<file path="src/hw/nddt_pkg.sv">
package nddt_pkg;

    localparam logic [7:0] OP_SET_FEAT_ALL  = 8'hEF;
    localparam logic [7:0] OP_SET_FEAT_UNIT = 8'hD5;
    localparam logic [7:0] OP_CMD_TRAIN     = 8'h18;
    localparam logic [7:0] OP_RESET         = 8'hFF;
    localparam logic [7:0] OP_RAND_OUT      = 8'h05;
    localparam logic [7:0] FEAT_TRAIN_ADDR  = 8'h20;

    localparam int EXPLICIT_BIT = 0;
    localparam int IMPLICIT_BIT = 1;

    localparam int               CODE_W       = 6;
    localparam logic [CODE_W-1:0] CODE_RESET  = 6'h20;
    localparam logic [CODE_W-1:0] CODE_MAX    = 6'h3F;
    localparam logic [7:0]       PATTERN_SEED = 8'hA5;
    localparam int               LEN_W        = 12;
    localparam logic [LEN_W-1:0] LEN_MAX      = 12'hFFF;
    localparam int               PAGE_DEF     = 16384;
    localparam int               TOGGLE_W     = 20;

    typedef enum logic [3:0] {
        ST_IDLE  = 4'b0001,
        ST_ARMED = 4'b0010,
        ST_TRAIN = 4'b0100,
        ST_HOLD  = 4'b1000
    } nddt_state_t;

    typedef struct packed {
        logic       valid;
        logic [7:0] opcode;
        logic [7:0] featAddr;
        logic [7:0] featData;
        logic       addrZero;
        logic       unitSel;
    } nddt_cmd_t;

    typedef struct packed {
        logic explicitEn;
        logic implicitEn;
        logic statusFail;
        logic busy;
    } nddt_status_t;

endpackage

</file>
<file path="src/hw/nddt_sync.sv">
`timescale 1ns/1ps
`default_nettype none
module nddt_sync
    import nddt_pkg::*;
#(
    parameter int W = 1
) (
    input  wire logic         clk,
    input  wire logic         rst_n,
    input  wire logic [W-1:0] d,
    output var  logic [W-1:0] q
);
    logic [W-1:0] meta_reg;

    // The first stage is read only by the second.
    always_ff @(posedge clk or negedge rst_n) begin
        if (!rst_n) begin
            meta_reg <= '0;
            q        <= '0;
        end else begin
            meta_reg <= d;
            q        <= meta_reg;
        end
    end
endmodule
`default_nettype wire

</file>
<file path="src/hw/nddt_train_top.sv">
`timescale 1ns/1ps
`default_nettype none
module nddt_train_top
    import nddt_pkg::*;
#(
    parameter int PAGE_TOGGLES = PAGE_DEF
) (
    input  wire logic         sys_clk,
    input  wire logic         rst_n,
    input  wire nddt_cmd_t    cmd,
    input  wire logic         warmupActive,
    input  wire logic         readStrobe,
    output var  logic [7:0]   dqOut,
    output var  logic         dqOe,
    output var  logic         dqsOut,
    output var  logic         dqsOe,
    output var  nddt_status_t status,
    output var  logic [CODE_W-1:0] dutyCode
);

    generate
        if (PAGE_TOGGLES < 2 || PAGE_TOGGLES > (1 << TOGGLE_W) - 1) begin : g_bad_page
            $error("PAGE_TOGGLES out of range");
        end
    endgenerate

    ////////////////////////////////////////////////////////////////////////////
    logic rstMeta_reg;
    logic rstSync_reg;

    always_ff @(posedge sys_clk or negedge rst_n) begin
        if (!rst_n) begin
            rstMeta_reg <= 1'b0;
            rstSync_reg <= 1'b0;
        end else begin
            rstMeta_reg <= 1'b1;
            rstSync_reg <= rstMeta_reg;
        end
    end

    ////////////////////////////////////////////////////////////////////////////
    // The strobe pin is sampled, so its rate must stay well below the clock.
    logic strobeSync;
    logic strobePrev_reg;
    logic strobeRise;

    nddt_sync #(.W(1)) u_strobe_sync (
        .clk   (sys_clk),
        .rst_n (rstSync_reg),
        .d     (readStrobe),
        .q     (strobeSync)
    );

    assign strobeRise = strobeSync & ~strobePrev_reg;

    logic [LEN_W-1:0]   hiCnt_reg;
    logic [LEN_W-1:0]   loCnt_reg;
    logic               periodValid_reg;
    logic signed [LEN_W:0] periodDiff;

    assign periodDiff = $signed({1'b0, hiCnt_reg}) - $signed({1'b0, loCnt_reg});

    always_ff @(posedge sys_clk or negedge rstSync_reg) begin
        if (!rstSync_reg) begin
            strobePrev_reg  <= 1'b0;
            hiCnt_reg       <= '0;
            loCnt_reg       <= '0;
            periodValid_reg <= 1'b0;
        end else begin
            strobePrev_reg <= strobeSync;
            if (strobeRise) begin
                // The rise cycle is already high; leaving it out would bias every period low.
                hiCnt_reg       <= LEN_W'(1);
                loCnt_reg       <= '0;
                periodValid_reg <= 1'b1;
            end else if (strobeSync) begin
                if (hiCnt_reg != LEN_MAX) hiCnt_reg <= hiCnt_reg + 1'b1;
            end else begin
                if (loCnt_reg != LEN_MAX) loCnt_reg <= loCnt_reg + 1'b1;
            end
        end
    end

    ////////////////////////////////////////////////////////////////////////////
    nddt_state_t          state_reg;
    logic                 cmdMode_reg;
    logic                 trainArmed_reg;
    logic [TOGGLE_W-1:0]  toggleCnt_reg;
    logic signed [31:0]   accDiff_reg;
    logic signed [31:0]   accAbs;
    logic                 finish;
    logic                 pass;
    logic                 featHit;
    logic                 isReset;

    assign isReset = cmd.valid && cmd.opcode == OP_RESET;
    // EFh reaches every unit; D5h only the one that is selected.
    assign featHit = cmd.valid && cmd.featAddr == FEAT_TRAIN_ADDR &&
                     (cmd.opcode == OP_SET_FEAT_ALL ||
                      (cmd.opcode == OP_SET_FEAT_UNIT && cmd.unitSel));
    assign finish  = state_reg == ST_TRAIN && strobeRise && periodValid_reg &&
                     trainArmed_reg && toggleCnt_reg == TOGGLE_W'(PAGE_TOGGLES - 1);
    assign accAbs  = accDiff_reg < 0 ? -accDiff_reg : accDiff_reg;
    // Average imbalance of at most one clock per strobe period counts as pass.
    assign pass    = accAbs <= 32'(PAGE_TOGGLES);

    always_ff @(posedge sys_clk or negedge rstSync_reg) begin
        if (!rstSync_reg) begin
            state_reg   <= ST_IDLE;
            cmdMode_reg <= 1'b0;
        end else begin
            case (state_reg)
                ST_IDLE: begin
                    if (cmd.valid && cmd.opcode == OP_CMD_TRAIN && cmd.unitSel) begin
                        state_reg   <= ST_TRAIN;
                        cmdMode_reg <= 1'b1;
                    end else if (status.explicitEn) begin
                        state_reg <= ST_ARMED;
                    end
                end
                ST_ARMED: begin
                    if (!status.explicitEn) begin
                        state_reg <= ST_IDLE;
                    end else if (cmd.valid && cmd.opcode == OP_RAND_OUT && cmd.addrZero) begin
                        state_reg   <= ST_TRAIN;
                        cmdMode_reg <= 1'b0;
                    end
                end
                ST_TRAIN: begin
                    if (isReset) begin
                        state_reg <= ST_IDLE;
                    end else if (finish) begin
                        if (cmdMode_reg) begin
                            state_reg <= pass ? ST_IDLE : ST_HOLD;
                        end else begin
                            state_reg <= ST_ARMED;
                        end
                    end
                end
                ST_HOLD: begin
                    // A failed command training waits for a reset command.
                    if (isReset) state_reg <= ST_IDLE;
                end
                default: state_reg <= ST_IDLE;
            endcase
        end
    end

    ////////////////////////////////////////////////////////////////////////////
    always_ff @(posedge sys_clk or negedge rstSync_reg) begin
        if (!rstSync_reg) begin
            toggleCnt_reg  <= '0;
            accDiff_reg    <= '0;
            trainArmed_reg <= 1'b0;
        end else if (state_reg != ST_TRAIN) begin
            toggleCnt_reg  <= '0;
            accDiff_reg    <= '0;
            trainArmed_reg <= 1'b0;
        end else if (strobeRise) begin
            // The idle gap before the page is no strobe period, so the first rise only arms.
            trainArmed_reg <= 1'b1;
            if (periodValid_reg && trainArmed_reg) begin
                toggleCnt_reg <= toggleCnt_reg + 1'b1;
                accDiff_reg   <= accDiff_reg + 32'(periodDiff);
            end
        end
    end

    ////////////////////////////////////////////////////////////////////////////
    // Power-up value of the explicit enable is zero; only set-feature moves it.
    always_ff @(posedge sys_clk or negedge rstSync_reg) begin
        if (!rstSync_reg) begin
            status <= '0;
        end else begin
            if (featHit) begin
                status.explicitEn <= cmd.featData[EXPLICIT_BIT];
                status.implicitEn <= cmd.featData[IMPLICIT_BIT];
            end
            if (finish) status.statusFail <= ~pass;
            status.busy <= state_reg == ST_TRAIN;
        end
    end

    logic implicitStep;
    // Explicit training owns the code while its enable is set.
    assign implicitStep = status.implicitEn && !status.explicitEn && warmupActive &&
                          strobeRise && periodValid_reg &&
                          (periodDiff > 1 || periodDiff < -1);

    always_ff @(posedge sys_clk or negedge rstSync_reg) begin
        if (!rstSync_reg) begin
            dutyCode <= CODE_RESET;
        end else if ((finish && !pass && accDiff_reg > 0) ||
                     (implicitStep && periodDiff > 0)) begin
            if (dutyCode != '0) dutyCode <= dutyCode - 1'b1;
        end else if ((finish && !pass && accDiff_reg < 0) ||
                     (implicitStep && periodDiff < 0)) begin
            if (dutyCode != CODE_MAX) dutyCode <= dutyCode + 1'b1;
        end
    end

    ////////////////////////////////////////////////////////////////////////////
    // Feature training floats the pins so shared-channel units never collide.
    always_ff @(posedge sys_clk or negedge rstSync_reg) begin
        if (!rstSync_reg) begin
            dqOut  <= PATTERN_SEED;
            dqOe   <= 1'b0;
            dqsOut <= 1'b0;
            dqsOe  <= 1'b0;
        end else begin
            dqOe   <= state_reg == ST_TRAIN && cmdMode_reg;
            dqsOe  <= state_reg == ST_TRAIN && cmdMode_reg;
            dqsOut <= strobeSync;
            if (state_reg != ST_TRAIN) dqOut <= PATTERN_SEED;
            else if (strobeRise) dqOut <= ~dqOut;
        end
    end

    ////////////////////////////////////////////////////////////////////////////
    a_feat_hiz: assert property (@(posedge sys_clk) disable iff (!rstSync_reg)
        state_reg == ST_TRAIN && !cmdMode_reg |=> !dqOe && !dqsOe)
        else $error("pins driven during feature training");
    a_cmd_pattern: assert property (@(posedge sys_clk) disable iff (!rstSync_reg)
        state_reg == ST_TRAIN && cmdMode_reg && strobeRise && !finish && !isReset
        |=> dqOe ##1 dqOut == ~$past(dqOut, 2))
        else $error("command training pattern not driven");
    a_explicit_set: assert property (@(posedge sys_clk) disable iff (!rstSync_reg)
        featHit |=> status.explicitEn == $past(cmd.featData[EXPLICIT_BIT]))
        else $error("explicit enable not written");
    a_unit_skip: assert property (@(posedge sys_clk) disable iff (!rstSync_reg)
        cmd.valid && cmd.opcode == OP_SET_FEAT_UNIT && !cmd.unitSel
        |=> $stable(status.explicitEn))
        else $error("unselected unit took set-feature");
    a_explicit_prio: assert property (@(posedge sys_clk) disable iff (!rstSync_reg)
        status.explicitEn && state_reg != ST_TRAIN |=> $stable(dutyCode))
        else $error("code moved while explicit enabled");
    a_implicit_upd: assert property (@(posedge sys_clk) disable iff (!rstSync_reg)
        implicitStep && periodDiff > 0 && dutyCode != '0
        |=> dutyCode == $past(dutyCode) - 1'b1)
        else $error("implicit update missed");
    a_fail_flag: assert property (@(posedge sys_clk) disable iff (!rstSync_reg)
        finish |=> status.statusFail == !$past(pass))
        else $error("status fail bit wrong");
    a_cmd_hold: assert property (@(posedge sys_clk) disable iff (!rstSync_reg)
        state_reg == ST_HOLD && !isReset |=> state_reg == ST_HOLD)
        else $error("left hold without reset");
    a_page_end: assert property (@(posedge sys_clk) disable iff (!rstSync_reg)
        finish && !cmdMode_reg && !isReset |=> state_reg == ST_ARMED)
        else $error("feature training did not rearm");
    a_reset_clear: assert property (@(posedge sys_clk) disable iff (!rst_n)
        $rose(rstSync_reg) |-> !status.explicitEn ##1 !status.explicitEn)
        else $error("explicit enable set after reset");

    c_feat_pass: cover property (@(posedge sys_clk) disable iff (!rstSync_reg)
        finish && !cmdMode_reg && pass);
    c_cmd_fail: cover property (@(posedge sys_clk) disable iff (!rstSync_reg)
        state_reg == ST_HOLD ##1 isReset);
    c_implicit: cover property (@(posedge sys_clk) disable iff (!rstSync_reg)
        implicitStep);

endmodule
`default_nettype wire

</file>
<file path="config.mk">
export PLATFORM = sky130hd
export DESIGN_NAME = nddt_train_top
export DESIGN_NICKNAME = d
export VERILOG_FILES = /design/src/hw/nddt_pkg.sv /design/src/hw/nddt_sync.sv /design/src/hw/nddt_train_top.sv
export SDC_FILE = /design/constraint.sdc
export NUM_CORES = 1
export LEC_CHECK = 0
export BUFFER_PORTS_ARGS = -buffer_cell sky130_fd_sc_hd__buf_2
export CORE_ASPECT_RATIO = 1.1
export CORE_UTILIZATION = 35
export CTS_BUF_LIST = sky130_fd_sc_hd__clkbuf_4
export DETAILED_ROUTE_END_ITERATION = 7
export PLACE_DENSITY = 0.5
export SLEW_MARGIN = 0
export SYNTH_ARGS = -nofsm -noshare
export SYNTH_HDL_FRONTEND = slang
export SYNTH_SLANG_ARGS = --single-unit
</file>
<file path="constraint.sdc">
create_clock -name sys_clk -period 7.9 [get_ports sys_clk]
set_input_delay 0.79 -clock sys_clk [delete_from_list [all_inputs] [get_ports sys_clk]]
set_output_delay 0.79 -clock sys_clk [all_outputs]
set_load 0.01 [all_outputs]
</file>
==> key figures <==
Status
  • Status: finished clean

Global route
  • Pin count of the biggest net entering global routing: 66
  • Gr usage total: between 10% and 20%
  • Global-route wire length before repair: 30.3 mm
  • Total grt overflow: 0
  • Initial antenna violation count: 1
  • Vias in the first global route: 6116

STA
  • Pins over their slew limit: 0
  • # setup viols final: 0
  • Final hold vios: 0
  • Period utilisation layout: 63.7%
  • Final worst path period need: approximately 5000 ps
  • F_max: 199 MHz
  • Setup TNS: 0 ps
  • Worst Max-Slew Pin Slew: approximately 890 ps
  • RSZ-0062 raised after global routing: false
  • Hold_ws: around 330 ps
  • Slew headroom: between 40% and 50%
  • Clock Skew: 24.1 ps

CTS
  • Clk slew on worst S/H paths: 200 ps
  • Post-CTS Setup Inserts: 0
  • Clock Latency Late Sink: 510 ps
  • CTS tree: built
  • CTS buffer count: 9
  • Htree depth: 3
  • Clk root buf: clkbuf_4
  • Clock Path Buffers: 2
  • Clock sink total: 107

Min path
  • Worst hold path class: flop to asynchronous set/reset pin

Synth
  • YS warnings: 0
  • Post-synth top area share: 33.2%
  • Sequential fraction of the synthesis area: 35.3%
  • Main synth FF type: dfrtp_1
  • Synth async-reset ratio: 100%
  • Post-Syn Area: 0.00760 mm2
  • Number of flops mapped to enable cells by yosys: 0
  • Largest area contributor in the synthesized netlist: dfrtp_1
  • Synth cell types: 84
  • Count leader, synth: dfrtp_1
  • Post-Syn Instances: 874
  • Synth area leaders: dfrtp_1 33%, ha_1 8.2%, xnor2_1 5.2%, nor2_1 4.8%, nand2_1 4.5%
  • Syn avg cell area: 8.70 um2
  • Yosys reg bits: 107
  • Post-synth top cells: 101 x dfrtp_1, 98 x nor2_1, 92 x nand2_1
  • Syn nets: 958

Detailed routing
  • Vias: 6292
  • Via-to-Cell Ratio: 5.21
  • Initial DRC Count: roughly 310
  • Detail Route Antenna Nets: 0
  • Routed WL per cell: 14.8 um
  • WL final: between 15 and 20 mm
  • DRT Pass-1 Iters: 5
  • # DRC: 0

Worst setup path
  • Kind of critical path: flop to flop
  • R2R Path End: accDiff_reg[31]
  • Reg2reg path depth: 18
  • Crit end category: flop
  • WP data required: 8310 ps
  • Crit path to: accDiff_reg[31]
  • CP Launch Point: hiCnt_reg[2]
  • Worst endpoint data arrival time: 5440 ps
  • R2r setup slk: 2860 ps
  • Setup crit start kind: flop
  • CP Max Fanout: 21
  • Reg2reg start: hiCnt_reg[2]

Floorplan
  • Row count: between 50 and 60
  • I/O Pins: between 50 and 60
  • Area of the die: 0.0223 mm2
  • Initial Util: ~36%
  • Core area: 0.0213 mm2
  • Die height: 157 um
  • Die X-Extent: 143 um

Final layout
  • Util after Layout: 39.0%
  • Layout area overhead: 9.15%
  • Share of layout cells above drive strength 1: about an eighth
  • Max reg flops: 32
  • Finished Layout Cells: 1208
  • Final net count: between 900 and 1000

Pwr
  • Pwr Density: between 200 and 250 mW/mm2
  • Leak pwr: about 0.0037 uW
  • Peak supply drop: ~0.00011 V

Place
  • GP Congestion: between 0.8 and 0.9
  • Port-buffer cells: 45
  • Hpwl dp: 13.0 mm
  • Placed cell count: 1190

Run
  • Max-Cap Viols: 0
area by class of cell:
| type | count | area [um2] |
|---|---|---|
| Fill cell | 2257 | 13000 |
| Multi-Input combinational cell | 704 | 4660 |
| Sequential cell | 107 | 2690 |
| Tap cell | 290 | 363 |
| Timing Repair Buffer | 51 | 273 |
| Inverter | 39 | 146 |
| Clock inverter | 7 | 92.6 |
| Clock buffer | 9 | 67.6 |
| Antenna cell | 1 | 2.50 |
per-layer routing:
layer	GRT usage, %	routed length (um)	vias up
met4	3.12	142	0
met2	29.0	8760	54
met1	22.3	8560	3009
met5	0	0	-
met3	3.27	369	12
li1	-	-	3217
critical path: stages, from the launching register on:
cell and delay, ps:
dfrtp_1 490, ha_1 380, nor2b_1 160, o31a_1 290, o221a_2 280, o31ai_1 250, nand2b_2 140, inv_1 590
ha_1 340, and3_1 180, o21ai_1 50, nor2b_1 140, or3b_1 430, a2111o_1 420, a21oi_1 180, or2_2 150
o211ai_1 110, xor2_1 150, and2_1 170
logic make-up after synthesis:
logic type,share of synthesized area (%)
AO/OA/AOI/OAI,17.3
multiplexers,1.88
other,0.0493
XOR/XNOR,8.76
flip-flops,35.3
buffers and inverters,3.36
AND/OR/NAND/NOR,24.3
adder cells (fa/ha/maj),9.02
worst min path at each step:
stage / start / to / slack (ps)
6_report: rstSync_reg / hiCnt_reg[7] / 330
3_5_place_dp: u_strobe_sync.meta_reg / u_strobe_sync.q / 340
4_1_cts: readStrobe / u_strobe_sync.meta_reg / 320
3_3_place_gp: rstMeta_reg / rstSync_reg / 340
2_1_floorplan: rstMeta_reg / rstSync_reg / 330
5_1_grt: readStrobe / u_strobe_sync.meta_reg / 310
cells in the final DEF (no fill, tap or decap), types with 20 or more instances in the layout:
cell     instances
a21oi_1         67
nand2_1         92
ha_1            50
nand3_1         28
buf_2           45
nor3_1          24
a21o_1          24
nor2_1          98
nand4_1         20
xnor2_1         45
dfrtp_1        100
o21ai_0         29
xor2_1          31
inv_1           38
and3_1          20
repair_timing:
item / 4_1_cts / 5_1_grt
hold endpoints to repair: 2 / 0
endpoints found under the setup margin: 0 / 0
hold buffers: 1 / 0
resized for setup: 0 / 0
power breakdown:
part / internal, uW / switching (uW)
registers: 574 / 31.4
logic: 321 / 503
clock network: 105 / 213
metrics by stage:
step / worst slack [ps] / power, uW / area (um2)
5_1_grt: 2450 / 1900 / 8300
2_1_floorplan: 3490 / 1270 / 7600
6_report: 2860 / 1750 / 8300
4_1_cts: 2830 / 1780 / 8300
3_3_place_gp: 2880 / 1450 / 8130
3_5_place_dp: 2880 / 1440 / 8130
Note: power is estimated with default switching activity, not from simulation.
